===== src/rtl/lbb_defines.vh =====
/*
 Constants for the bank and blink command controller: command patterns,
 field positions, drive mode codes, blink codes and reset values.
 Assumes inclusion by bare name from the design files.
*/
`ifndef LBB_DEFINES_VH
`define LBB_DEFINES_VH

`define LBB_CONT_BIT 7
`define LBB_BANK_PAT 5'h1e
`define LBB_BANK_PAT_HI 6
`define LBB_BANK_PAT_LO 2
`define LBB_BANK_IN_BIT 1
`define LBB_BANK_OUT_BIT 0
`define LBB_BLINK_PAT 4'he
`define LBB_BLINK_PAT_HI 6
`define LBB_BLINK_PAT_LO 3
`define LBB_BLINK_MODE_BIT 2
`define LBB_BLINK_RATE_HI 1
`define LBB_BLINK_RATE_LO 0
`define LBB_MODESET_PAT 2'h2
`define LBB_MODESET_HI 6
`define LBB_MODESET_LO 5
`define LBB_MODE_HI 1
`define LBB_MODE_LO 0
`define LBB_PTR_PAT 2'h0
`define LBB_DEVSEL_PAT 4'hc
`define LBB_MODE_EN_BIT 3
`define LBB_MODE_BIAS_BIT 2
`define LBB_PTR_HI 6
`define LBB_PTR_LO 5
`define LBB_PTR_VAL_HI 4
`define LBB_PTR_VAL_LO 0
`define LBB_PTR_LAST 5'h1f
`define LBB_DEVSEL_HI 6
`define LBB_DEVSEL_LO 3
`define LBB_SUBADDR_HI 2
`define LBB_SUBADDR_LO 0
`define LBB_DRIVE_STATIC 2'h1
`define LBB_DRIVE_MUX2 2'h2
`define LBB_DRIVE_MUX3 2'h3
`define LBB_DRIVE_MUX4 2'h0
`define LBB_BLINK_OFF 2'h0
`define LBB_RST_DRIVE 2'h1
`define LBB_RST_RATE 2'h0
`define LBB_RST_PTR 5'h00
`define LBB_RST_SUBADDR 3'h0
`define LBB_BLINK_DIV1 24'h07_a120
`define LBB_BLINK_DIV2 24'h0f_4240
`define LBB_BLINK_DIV3 24'h1e_8480

`endif


===== src/rtl/lbb_blink_timer.v =====
/*
 Blink phase generator: toggles a phase flag at a rate picked by the
 blink rate code. Assumes one 100 MHz clock and synchronous reset.
*/
`timescale 1ns/10ps
`default_nettype none
`include "lbb_defines.vh"

module lbb_blink_timer (
    input wire clock,
    input wire reset,
    input wire [1:0] blink_rate_field,
    output reg phase_q
);
    reg [23:0] count_q;
    reg [23:0] limit;

    always @* begin
        case (blink_rate_field)
            2'h1: limit = `LBB_BLINK_DIV1;
            2'h2: limit = `LBB_BLINK_DIV2;
            2'h3: limit = `LBB_BLINK_DIV3;
            default: limit = 24'h00_0000;
        endcase
    end

    always @(posedge clock) begin
        if (reset || blink_rate_field == `LBB_BLINK_OFF) begin
            count_q <= 24'h00_0000;
            phase_q <= 1'b0;
        end else if (count_q >= limit) begin
            count_q <= 24'h00_0000;
            phase_q <= ~phase_q;
        end else begin
            count_q <= count_q + 24'h00_0001;
        end
    end
endmodule // lbb_blink_timer

`default_nettype wire


===== src/rtl/lbb_ctrl.v =====
/*
 Bank and blink command controller of a low-multiplex LCD driver.
 Takes bytes already framed by a serial slave front end, decodes the
 command stream and steers display RAM writes and reads.
 Assumes byte_valid pulses one cycle per byte; transfer_start pulses
 once at each new transfer before its first command byte.
 Display RAM has no reset; unwritten words read back unknown.
 Blink half periods are fixed counts of the logic clock.
 Every output is registered.
*/
`timescale 1ns/10ps
`default_nettype none
`include "lbb_defines.vh"

module lbb_ctrl (
    input wire clock,
    input wire reset,
    input wire transfer_start,
    input wire byte_valid,
    input wire [7:0] byte_data,
    input wire [4:0] ram_rd_addr,
    output reg [1:0] drive_mode_q,
    output reg display_enable_q,
    output reg bias_half_q,
    output reg input_bank_q,
    output reg output_bank_q,
    output reg alt_blink_q,
    output reg [1:0] blink_rate_field_q,
    output reg blink_blank_q,
    output reg [4:0] data_ptr_q,
    output reg [2:0] subaddr_q,
    output reg [3:0] ram_rd_data_q,
    output reg shown_bank_q
);
    reg in_cmd_q;
    wire [3:0] rd_bits;
    wire phase;
    wire blink_on;
    wire is_cmd;
    wire is_data;
    wire mux_hi;
    wire bank_cmd;
    wire blink_cmd;
    wire mode_cmd;
    wire ptr_cmd;
    wire dev_cmd;
    wire alt_eff;
    wire bank_ok;
    reg [3:0] wmask;
    reg [3:0] wbits;
    genvar g;

    assign is_cmd = byte_valid && in_cmd_q;
    assign is_data = byte_valid && !in_cmd_q;
    // 1:3 and 1:4 lose bank switching
    assign mux_hi = (drive_mode_q == `LBB_DRIVE_MUX3) || (drive_mode_q == `LBB_DRIVE_MUX4);
    assign bank_ok = !mux_hi;
    // Command patterns are disjoint; at most one decode fires
    assign bank_cmd = is_cmd &&
        byte_data[`LBB_BANK_PAT_HI:`LBB_BANK_PAT_LO] == `LBB_BANK_PAT;
    assign blink_cmd = is_cmd &&
        byte_data[`LBB_BLINK_PAT_HI:`LBB_BLINK_PAT_LO] == `LBB_BLINK_PAT;
    assign mode_cmd = is_cmd &&
        byte_data[`LBB_MODESET_HI:`LBB_MODESET_LO] == `LBB_MODESET_PAT;
    assign ptr_cmd = is_cmd && byte_data[`LBB_PTR_HI:`LBB_PTR_LO] == `LBB_PTR_PAT;
    assign dev_cmd = is_cmd && byte_data[`LBB_DEVSEL_HI:`LBB_DEVSEL_LO] == `LBB_DEVSEL_PAT;
    assign alt_eff = alt_blink_q && !mux_hi;
    // Any nonzero rate code means blinking
    assign blink_on = blink_rate_field_q != `LBB_BLINK_OFF;

    lbb_blink_timer u_timer (
        .clock(clock),
        .reset(reset),
        .blink_rate_field(blink_rate_field_q),
        .phase_q(phase)
    );

    // Filling order: bits per byte slot depend on drive mode
    always @* begin
        wmask = 4'h0;
        wbits = 4'h0;
        case (drive_mode_q)
            `LBB_DRIVE_STATIC: begin
                wmask = input_bank_q ? 4'h4 : 4'h1;
                wbits = {1'b0, byte_data[7], 1'b0, byte_data[7]};
            end
            `LBB_DRIVE_MUX2: begin
                wmask = input_bank_q ? 4'hc : 4'h3;
                wbits = {byte_data[7:6], byte_data[7:6]};
            end
            `LBB_DRIVE_MUX3: begin
                wmask = 4'h7;
                wbits = {1'b0, byte_data[7:5]};
            end
            default: begin
                wmask = 4'hf;
                wbits = byte_data[7:4];
            end
        endcase
    end

    // Command phase: bit 7 clear hands the rest to data
    always @(posedge clock) begin
        if (reset) begin
            in_cmd_q <= 1'b1;
        end else if (transfer_start) begin
            in_cmd_q <= 1'b1;
        end else if (is_cmd) begin
            in_cmd_q <= byte_data[`LBB_CONT_BIT];
        end
    end

    // Bank selection status
    always @(posedge clock) begin
        if (reset) begin
            input_bank_q <= 1'b0;
            output_bank_q <= 1'b0;
        end else if (bank_cmd && bank_ok) begin
            input_bank_q <= byte_data[`LBB_BANK_IN_BIT];
            output_bank_q <= byte_data[`LBB_BANK_OUT_BIT];
        end
    end

    // Blink mode and rate, held as written
    always @(posedge clock) begin
        if (reset) begin
            alt_blink_q <= 1'b0;
            blink_rate_field_q <= `LBB_RST_RATE;
        end else if (blink_cmd) begin
            alt_blink_q <= byte_data[`LBB_BLINK_MODE_BIT];
            blink_rate_field_q <= byte_data[`LBB_BLINK_RATE_HI:`LBB_BLINK_RATE_LO];
        end
    end

    // Mode-set status
    always @(posedge clock) begin
        if (reset) begin
            display_enable_q <= 1'b0;
            bias_half_q <= 1'b0;
            drive_mode_q <= `LBB_RST_DRIVE;
        end else if (mode_cmd) begin
            display_enable_q <= byte_data[`LBB_MODE_EN_BIT];
            bias_half_q <= byte_data[`LBB_MODE_BIAS_BIT];
            drive_mode_q <= byte_data[`LBB_MODE_HI:`LBB_MODE_LO];
        end
    end

    // Pointer and subaddress: loaded by command, stepped by data
    always @(posedge clock) begin
        if (reset) begin
            data_ptr_q <= `LBB_RST_PTR;
            subaddr_q <= `LBB_RST_SUBADDR;
        end else if (ptr_cmd) begin
            data_ptr_q <= byte_data[`LBB_PTR_VAL_HI:`LBB_PTR_VAL_LO];
        end else if (dev_cmd) begin
            subaddr_q <= byte_data[`LBB_SUBADDR_HI:`LBB_SUBADDR_LO];
        end else if (is_data) begin
            data_ptr_q <= data_ptr_q + 5'h01;
            if (data_ptr_q == `LBB_PTR_LAST) begin
                subaddr_q <= subaddr_q + 3'h1;
            end
        end
    end

    // One bit plane per RAM bit, each under its own write mask
    generate
        for (g = 0; g < 4; g = g + 1) begin : g_plane
            reg plane_q [0:31];
            always @(posedge clock) begin
                if (is_data && wmask[g]) begin
                    plane_q[data_ptr_q] <= wbits[g];
                end
            end
            assign rd_bits[g] = plane_q[ram_rd_addr];
        end
    endgenerate

    // Displayed bank, toggled by alternate blinking
    always @(posedge clock) begin
        if (reset) begin
            shown_bank_q <= 1'b0;
        end else if (mux_hi) begin
            shown_bank_q <= 1'b0;
        end else if (alt_eff && blink_on) begin
            shown_bank_q <= output_bank_q ^ phase;
        end else begin
            shown_bank_q <= output_bank_q;
        end
    end

    // Normal blinking blanks on the off phase
    always @(posedge clock) begin
        if (reset) begin
            blink_blank_q <= 1'b0;
        end else begin
            blink_blank_q <= !alt_eff && blink_on && phase;
        end
    end

    // Registered RAM read, one cycle after the address
    always @(posedge clock) begin
        if (reset) begin
            ram_rd_data_q <= 4'h0;
        end else begin
            ram_rd_data_q <= rd_bits;
        end
    end
endmodule // lbb_ctrl

`default_nettype wire


===== config.mk =====
export PLATFORM = sky130hd
export DESIGN_NAME = lbb_ctrl
export DESIGN_NICKNAME = d
export VERILOG_FILES = /design/src/rtl/lbb_blink_timer.v /design/src/rtl/lbb_ctrl.v
export VERILOG_INCLUDE_DIRS = /design/src /design/src/rtl
export SDC_FILE = /design/constraint.sdc
export NUM_CORES = 1
export LEC_CHECK = 0
export BUFFER_PORTS_ARGS = -buffer_cell sky130_fd_sc_hd__buf_4
export CAP_MARGIN = 20
export CORE_MARGIN = 3
export CORE_UTILIZATION = 62
export DETAILED_ROUTE_END_ITERATION = 6
export GPL_TIMING_DRIVEN = 0
export PLACE_DENSITY = 0.8
export SLEW_MARGIN = 5
export SYNTH_ARGS = -nofsm -noshare
export SYNTH_HDL_FRONTEND = slang
export SYNTH_HIERARCHICAL = 1
export SYNTH_SLANG_ARGS = --single-unit

===== constraint.sdc =====
create_clock -name clock -period 3.3 [get_ports clock]
set_input_delay 0.33 -clock clock [delete_from_list [all_inputs] [get_ports clock]]
set_output_delay 0.33 -clock clock [all_outputs]
set_load 0.01 [all_outputs]

==> results of run 1 <==
[per-layer routing]
layer	GRT usage	wire [um]	vias up	share of wire
met5	0	0	-	0
met4	0.116	603	0	0.030
met3	0.0595	1540	51	0.078
met2	0.456	9990	305	0.50
met1	0.343	7680	2864	0.39
li1	-	-	2637	-
[logic make-up (layout without fill, tap and decap cells)]
family                     after synthesis  in the layout  share of synthesized area
AOI/OAI and AO/OA                       50             50                     0.0474
xor gates and xnor gates                26             26                     0.0265
adders and majority gates               31             31                     0.0451
buffers and inverters                   54            125                     0.0367
DFF                                    177            177                      0.561
muxes                                   52             52                      0.112
other                                    1              2                   0.000436
and+or+nand+nor                        299            299                      0.171
[cell usage after synthesis, types with 4 or more instances]
master	count
dfxtp_1	49
nor4_1	4
a211oi_1	10
ha_1	31
mux4_2	21
clkbuf_1	19
inv_1	17
nand2_1	39
buf_2	6
xor2_1	17
and3_1	5
nand4_1	8
xnor2_1	9
nor2_1	156
a21oi_1	7
nand3_1	30
nor2b_1	10
clkbuf_8	4
nor3_2	19
edfxtp_1	128
mux4_1	11
buf_6	6
mux2i_1	20
[path summary, 6_finish.rpt]
path / start / end / cells past startpoint
worst max-delay path: drive_mode_q[0] / g_plane[2].plane_q[24] / 6
worst min-delay path: transfer_start / in_cmd_q / 2
worst max register to register: drive_mode_q[0] / g_plane[2].plane_q[24] / 6
worst min register to register: alt_blink_q / blink_blank_q / 1
[worst reg2reg max path: cells and delay by family, from the launching register on]
| kind | cells | cell delay, ns |
|---|---|---|
| buffers and inverters | 3 | 0.88 |
| AND/OR/NAND/NOR | 1 | 0.15 |
| flip-flops | 1 | 0.41 |
| AO/OA/AOI/OAI | 1 | 1.08 |
| adder cells (fa/ha/maj) | 1 | 0.19 |
[power groups by stage]
| stage | Clock (mW) | Combinational (mW) | Sequential [mW] |
|---|---|---|---|
| 2_1_floorplan | 0 | 0.189 | 2.47 |
| 3_3_place_gp | 0 | 0.294 | 2.47 |
| 3_5_place_dp | 0 | 0.320 | 2.47 |
| 4_1_cts | 1.99 | 0.322 | 2.42 |
| 5_1_grt | 2.09 | 0.346 | 2.42 |
| 6_report | 1.99 | 0.325 | 2.42 |
[sequential cells by signal (all words and copies together) (netlist names)]
register and flops:
g_plane.plane_q 128, alt_blink_q 1, input_bank_q 1, drive_mode_q 2, u_timer/phase_q 1, bias_half_q 1
shown_bank_q 1, blink_rate_field_q 2, output_bank_q 1, in_cmd_q 1, data_ptr_q 5, blink_blank_q 1
u_timer/count_q 24, ram_rd_data_q 4, subaddr_q 3, display_enable_q 1
[cells in the final DEF, fill, tap and decap left out, types with 3 or more instances in the layout]
| cell | synthesis | final |
|---|---|---|
| a211oi_1 | 10 | 10 |
| a21oi_1 | 7 | 5 |
| a21oi_2 | 2 | 4 |
| a221o_1 | 3 | 3 |
| a22oi_1 | 3 | 3 |
| a41oi_1 | 3 | 3 |
| and2_1 | 3 | 3 |
| and3_1 | 5 | 5 |
| and4_1 | 3 | 3 |
| buf_2 | 6 | 6 |
| buf_4 | 0 | 36 |
| buf_6 | 6 | 6 |
| buf_8 | 0 | 3 |
| bufinv_16 | 0 | 3 |
| clkbuf_1 | 19 | 21 |
| clkbuf_16 | 0 | 17 |
| clkbuf_8 | 4 | 4 |
| clkinv_2 | 0 | 5 |
| dfxtp_1 | 49 | 49 |
| edfxtp_1 | 128 | 128 |
| ha_1 | 31 | 31 |
| inv_1 | 17 | 17 |
| mux2i_1 | 20 | 20 |
| mux4_1 | 11 | 11 |
| mux4_2 | 21 | 21 |
| nand2_1 | 39 | 39 |
| nand3_1 | 30 | 30 |
| nand3b_1 | 3 | 3 |
| nand4_1 | 8 | 8 |
| nor2_1 | 156 | 156 |
| nor2b_1 | 10 | 10 |
| nor3_1 | 3 | 3 |
| nor3_2 | 19 | 19 |
| nor4_1 | 4 | 4 |
| xnor2_1 | 9 | 9 |
| xor2_1 | 17 | 17 |
[final cells by class]
class / instances / area, sq um
clock inverter: 13 / 144
buffer: 37 / 251
timing repair buffer: 39 / 315
sequential: 177 / 4820
inverter: 17 / 63.8
fill: 917 / 3670
clock buffer: 19 / 433
tap: 176 / 220
multi-input combinational: 460 / 3470
==> flow_summary.toml, run 1 <==
[final_layout]
fin_util = 0.726
synthToLayoutAreaGrowth_pct = 13.1
drive_gt1_frac = 0.184
final_cells = 938
fin_area_sq_um = 9730
nets = 797
antenna_cells = 0

[detailed_routing]
wl_mm = 19.8
drt_iter0_markers = 675
wire_per_inst_um = 21.1
viasPerCell = 6.24
via_count = 5857
drtPass1Iterations = 5
drc = 0
antenna_left = 0

[floorplanning]
fp.dieH_um = 124
die_w_um = 124
fp.coreArea_sq_um = 13400
io_pins = 40
die_area_sq_um = 15300
row_count = 42
start_util = 0.642

[logic_synthesis]
yosys.area.top_type = "edfxtp_1"
synth_edf_count = 128
yosysWarnings = 6
synth_area_leaders = "edfxtp_1 45%, dfxtp_1 11%, nor2_1 6.8%"
synth_top_area_frac = 0.447
syn_area_sq_um = 8600
ys_ff_latch = 177
ys_types = 63
synthCells = 690
ys_seq_area_frac = 0.561
synth_area_per_cell_sq_um = 12.5
synth_flop_cell = "edfxtp_1"
synthArstFlopShare = 0

[setup_path]
cp-end-kind = "flip-flop"
arrival_ns = 3.14
crit_type = "reg2reg"
startpoint_type = "flip-flop"
worstPathCellList = "inv_1 > ha_1 > clkbuf_1 > o31ai_1 > clkbuf_1 > nor2_1"
r2r_setup_slack_ns = 0.33
cp_max_fo = 10
crit_path_top_delay_cell = "o31ai_1"
worst-path-buf-inv = 3
required_ns = 3.47
critPathTopFamily = "compound AO/OA/AOI/OAI gates"
slowest_delay_ns = 1.08
critPathMostFrequentCell = "clkbuf_1"

[worst_hold_path]
min_path_type = "in2reg"

[grt]
grt_max_degree = 33
antenna_found_initial = 0
grtUsageTotal = 0.272
grt_pass1_wl_mm = 30.7
grt_overflow = 0
grt_pass1_vias = 5850

[sta]
relSlewSlack = 0.171
max_clock_freq_ghz = 0.337
fin_skew_ns = 0.00537
worst_hold_slack_ns = 0.0922
fin_ws_ns = 0.331
timing.final.crit_share = 0.900
fin_setup_tns_ns = 0
finalHoldViolCount = 0
finalSetupViolCount = 0
period_needed_ns = 2.97
drv_slew = 0
rsz0062_at_grt = "false"
worstMarginPinSlew_ns = 1.23

[place]
post-place-ws_ns = 0.565
place_congestion = 0.929
placed_area_sq_um = 9150
dp_hpwl_mm = 13.9
dp_cells = 906
io_buffers = 36

[power]
fin_total_pwr_mw = 4.74
p_clk_frac = 0.420
swShare = 0.216
powerDensity_nw_per_um2 = 487
combPwrFrac = 0.069
ir_drop_mv = 0.366
p_int_mw = 3.71
switching_power_mw = 1.02
seqPwrFrac = 0.511
leakage_nw = 3.29

[cts]
cts_tree = "built"
clkLatencyLatePin_ns = 0.43
path_clk_slew_ns = 0.06
clock_sinks = 177
hold_buffers = 0
cts_max_level = 4
cts_made_buffers = 17
post_cts_resized = 0
root_buffer = "clkbuf_16"
cts_buffer_depth = 2
post_cts_buffers = 0

[status]
status = "complete, no violations"

[run]
maxCapViolCount = 0
Power figures use the tool's default switching activity.
==> inputs of run 2 (changes only) <==
ABC_AREA = 1   (was not set)
CORE_UTILIZATION = 67   (was 62)
PLACE_DENSITY = 0.86   (was 0.8)
clock period = 3.7 ns   (was 3.3 ns; I/O delays follow)
==> flow_summary.toml, run 2 <==
[status]
status = "complete, no violations"

[grt]
antenna_found_initial = 0
grt_max_degree = 33
grtUsageTotal = 0.321
grt_pass1_vias = 7067
grt_pass1_wl_mm = 35.5
grt_overflow = 0

[worst_hold_path]
min_path_type = "in2reg"

[sta]
rsz0062_at_grt = "false"
timing.final.crit_share = 0.657
worstMarginPinSlew_ns = 0.771
fin_skew_ns = 0.00677
relSlewSlack = 0.486
max_clock_freq_ghz = 0.412
drv_slew = 0
period_needed_ns = 2.43
finalSetupViolCount = 0
finalHoldViolCount = 0
fin_setup_tns_ns = 0

[logic_synthesis]
synthSimpleGateAreaFrac = 0.295
yosys.area.top_type = "edfxtp_1"
synth_fa_ha_area_frac = 0.0438
ys_top_cells_by_count = "279 x nand2_1, 203 x nor2_1, 128 x edfxtp_1"
syn_area_sq_um = 8850
synth_compound_area_frac = 0.0478
synth_flop_cell = "edfxtp_1"
synth_area_leaders = "edfxtp_1 43%, nand2_1 12%, dfxtp_1 11%"
synth.most_common_cell = "nand2_1"
yosysWarnings = 6
synthMuxAreaShare = 0
synthArstFlopShare = 0
ys_seq_area_frac = 0.545
synthCells = 1038
synth_area_per_cell_sq_um = 8.53
ys_types = 40
synth_top_area_frac = 0.434
ys_ff_latch = 177
synth_edf_count = 128
synth_top_family_by_area = "simple AND/OR/NAND/NOR gates"
synthXorXnorAreaFrac = 0.0109

[setup_path]
arrival_ns = 2.75
cp-end-kind = "flip-flop"
r2r_cells = 14
critPathLaunch = "blink_rate_field_q[1]"
cp_max_fo = 10
r2r-end = "u_timer/count_q[15]"
r2r_setup_slack_ns = 1.27
required_ns = 4.02
crit_type = "reg2reg"
startpoint_type = "flip-flop"
cp-endpoint = "u_timer/count_q[15]"
r2r_start = "blink_rate_field_q[1]"

[final_layout]
mostFrequentLayoutCell = "nand2_1"
synthToLayoutAreaGrowth_pct = 13.3
antenna_cells = 0
fin_util = 0.785
final_cell_mix = "279 x nand2_1, 203 x nor2_1, 128 x edfxtp_1"
top_register = "g_plane.plane_q"
n_fill_cell = 851
nets = 1147
reg_top3 = "g_plane.plane_q: 128 flops, u_timer/count_q: 24 flops, data_ptr_q: 5 flops"
largest_register_ffs = 128
drive_gt1_frac = 0.121

[cts]
path_clk_slew_ns = 0.06
cts_made_buffers = 17
post_cts_buffers = 0
cts_max_level = 4
clkLatencyLatePin_ns = 0.43
hold_buffers = 0
clock_sinks = 177
post_cts_resized = 0
cts_tree = "built"
root_buffer = "clkbuf_16"
cts_buffer_depth = 2

[floorplanning]
fp.dieH_um = 121
start_util = 0.693
fp.coreArea_sq_um = 12800
row_count = 41
die_area_sq_um = 14600
io_pins = 40
die_w_um = 121

[detailed_routing]
drc = 0
drt_iter0_markers = 1228
antenna_left = 0
drtPass1Iterations = 6
wire_per_inst_um = 17.8
wl_mm = 22.9
viasPerCell = 5.88
via_count = 7556

[power]
powerDensity_nw_per_um2 = 437
leakage_nw = 3.82
ir_drop_mv = 0.278

[run]
maxCapViolCount = 0

[place]
io_buffers = 37
dp_hpwl_mm = 14.9
place_congestion = 0.886
[run 2: cell types whose count changed after synthesis, moves of 11 or more]
cell      previous run  this run
mux2i_1             20         0
xor2_1              17         6
nor2_1             156       203
nand3_1             30       105
buf_2                6        26
nand2_1             39       279
mux4_2              21         0
a21oi_1              7        27
clkbuf_1            19         7
mux4_1              11         0
o21ai_0              2        29
nor3_2              19         1
inv_1               17        60
[run 2: logic make-up (layout without fill, tap and decap cells)]
family / after synthesis / after routing
simple gates: 626 / 626
buf+inv: 117 / 190
flops: 177 / 177
other cells: 1 / 2
xor+xnor: 11 / 11
fa+ha+maj: 31 / 31
compound gates: 75 / 75
[run 2: cell type report]
class	count	area (sq um)	share of cell area
buffer	46	235	0.0235
sequential	177	4820	0.481
tap	172	215	0.0215
inverter	71	267	0.0266
clock buffer	18	429	0.0428
timing repair buffer	41	347	0.0346
multi-input combinational	745	3540	0.353
clock inverter	14	169	0.0168
[run 2: metal layers]
metal | up-vias | wire, um | GRT usage
met4 | 0 | 915 | 0.159
met1 | 3436 | 8470 | 0.411
li1 | 3524 | - | -
met3 | 84 | 2750 | 0.0648
met2 | 512 | 10800 | 0.523
met5 | - | 0 | 0
[run 2: critical path: stages (launching register included)]
cell and delay [ns]:
dfxtp_1 0.44, inv_1 0.14, ha_1 0.22, o21bai_1 0.16
ha_1 0.30, nand2_1 0.06, inv_1 0.06, nand2_1 0.08
nor2_1 0.19, nand2_1 0.08, nand2_1 0.08, nand2_1 0.06
nand3_1 0.12, buf_2 0.25, nor2_1 0.07
[run 2: worst min-delay path by stage]
stage	slack [ns]	from	to	cells after the start
final	0.15	transfer_start	in_cmd_q	3
after CTS	0.14	transfer_start	in_cmd_q	3
after global routing	0.16	transfer_start	in_cmd_q	3
after detailed placement	0.48	u_timer/phase_q	blink_blank_q	2
after floorplan	0.45	reset	blink_blank_q	1
after global placement	0.47	alt_blink_q	alt_blink_q	2
[run 2: stage by stage]
step	hold WS, ns	setup WS, ns	power (mW)	area, sq um	cells
after global routing	0.159	0.986	4.48	10000	1284
after detailed placement	0.477	1.31	2.56	9400	1251
after CTS	0.143	1.26	4.35	10000	1283
after global placement	0.471	0.529	2.54	9350	1248
after floorplan	0.447	1.49	2.42	8850	1039
final	0.154	1.27	4.38	10000	1284
[run 2: power breakdown]
group	internal, mW	total [mW]	switching [mW]
clock	1.11	1.84	0.725
combinational	0.111	0.374	0.263
sequential	2.16	2.17	0.0113
==> inputs of run 3 (changes only) <==
CORE_UTILIZATION = 62   (was 67)
PLACE_DENSITY = 0.8   (was 0.86)
clock period = 2.52 ns   (was 3.7 ns; I/O delays follow)
==> flow_summary.toml, run 3 (same netlist as run 2, synthesis figures left out) <==
[floorplanning]
start_util = 0.635
die_area_sq_um = 15700
fp.dieH_um = 125
row_count = 43
die_w_um = 125
fp.coreArea_sq_um = 13900
io_pins = 40

[setup_path]
cp-end-kind = "flip-flop"
critPathMostFrequentCell = "nand2_1"
slowest_delay_ns = 0.38
cp_max_fo = 10
crit_type = "reg2reg"
r2r_cells = 14
r2r_start = "blink_rate_field_q[0]"
crit_path_top_delay_cell = "dfxtp_2"
arrival_ns = 2.59
worst-path-buf-inv = 3
startpoint_type = "flip-flop"
required_ns = 2.84
r2r_setup_slack_ns = 0.25
crit_cells = 14
critPathTopFamily = "simple AND/OR/NAND/NOR gates"
r2r-end = "u_timer/count_q[12]"
worstPathCellList = "inv_1 > ha_1 > o21bai_1 > ha_1 > nand2_1 > inv_1 > nand2_1 > nor2_1 > nand2_1 > nand2_1 > nand2_1 > nand3_1 > buf_4 > nor2_1"

[sta]
finalSetupViolCount = 0
fin_ws_ns = 0.246
timing.final.crit_share = 0.902
max_clock_freq_ghz = 0.440
finalHoldViolCount = 0
relSlewSlack = 0.380
worstMarginPinSlew_ns = 0.928
fin_skew_ns = 0.00537
fin_setup_tns_ns = 0
drv_slew = 0
rsz0062_at_grt = "true"
period_needed_ns = 2.27

[detailed_routing]
drt_iter0_markers = 857
viasPerCell = 5.71
wl_mm = 22.4
met3_length_mm = 2.21
drc = 0
wire_per_inst_um = 17.4
routed.top_layer = "met4"
antenna_left = 0
met1Wirelength_mm = 8.67
drtPass1Iterations = 6
via_count = 7368
route.met2.wl_mm = 10.7

[power]
leakage_nw = 3.81
powerDensity_nw_per_um2 = 630
fin_total_pwr_mw = 6.31
ir_drop_mv = 0.431

[place]
dp_hpwl_mm = 15.1
place_congestion = 0.899
dp_cells = 1258
io_buffers = 37
post-place-ws_ns = 0.0906

[worst_hold_path]
worstHoldEndpoint = "in_cmd_q"
min_path_type = "in2reg"
hold_path.startpoint = "transfer_start"
hold_depth = 3

[final_layout]
top_register = "g_plane.plane_q"
reg_top3 = "g_plane.plane_q: 128 flops, u_timer/count_q: 24 flops, data_ptr_q: 5 flops"
register_area_sq_um = 4830
largest_register_ffs = 128
antenna_cells = 0
n_fill_cell = 1096
multi_input_area_sq_um = 3550
nets = 1146
final_cells = 1290
fin_util = 0.718
drive_gt1_frac = 0.124
mostFrequentLayoutCell = "nand2_1"
synthToLayoutAreaGrowth_pct = 13.1
final_cell_mix = "279 x nand2_1, 203 x nor2_1, 128 x edfxtp_1"

[grt]
grt_pass1_wl_mm = 35.7
grtUsageTotal = 0.291
grt_max_degree = 33
grt_pass1_vias = 7046
antenna_found_initial = 0
grt_overflow = 0

[run]
maxCapViolCount = 0

[cts]
cts_made_buffers = 17
cts_buffer_depth = 2
cts_tree = "built"
path_clk_slew_ns = 0.06
clkLatencyLatePin_ns = 0.43
clock_sinks = 177
root_buffer = "clkbuf_16"
cts_max_level = 4

[status]
status = "complete, no violations"
run 3: changes by cell type in the layout (fill, tap and decap cells not counted), sizes merged:
cell | previous run | this run
buf | 80 | 79
bufinv | 4 | 3
clkinv | 10 | 11
inv | 70 | 69
run 3: area by class of cell:
class | instances | area share
Sequential cell | 177 | 0.482
Clock buffer | 18 | 0.0429
Buffer | 46 | 0.0237
Multi-Input combinational cell | 745 | 0.354
Clock inverter | 13 | 0.0145
Inverter | 71 | 0.0266
Timing Repair Buffer | 40 | 0.0331
Tap cell | 180 | 0.0225
run 3: what timing repair did:
item	in CTS	in global routing
endpoints found under the hold margin	0	0
gates resized for setup	0	4
hold buffers	0	0
endpoints found under the setup margin	0	20
buffers inserted	0	0
run 3: worst min-delay path: cells and delay by family:
kind	cells	cell delay [ns]
AND/OR/NAND/NOR	2	0.09
buffers and inverters	1	0.08
run 3: metal layers:
layer,vias up,GRT usage
met3,58,0.0555
li1,3531,-
met2,388,0.476
met5,-,0
met4,0,0.138
met1,3391,0.375
run 3: power by group:
part / total [mW] / internal, mW / switching, mW / leakage (nW)
clock network: 2.59 / 1.54 / 1.05 / 0.279
registers: 3.18 / 3.17 / 0.0176 / 1.52
logic: 0.537 / 0.159 / 0.378 / 2.01
run 3: per-stage QoR:
step,instance area [sq um],hold WS (ns)
final,10000,0.0167
after global routing,10000,0.0280
after CTS,9980,0.00602
after detailed placement,9400,0.450
after global placement,9360,0.438
after floorplan,8850,0.329
run 3: how the worst max path moves through the flow:
stage                               start                      to
floorplan                 drive_mode_q[0]   g_plane[1].plane_q[0]
global placement          drive_mode_q[0]  g_plane[1].plane_q[27]
detailed placement  blink_rate_field_q[1]     u_timer/count_q[16]
CTS                 blink_rate_field_q[0]     u_timer/count_q[15]
global route        blink_rate_field_q[0]     u_timer/count_q[15]
finish              blink_rate_field_q[0]     u_timer/count_q[12]
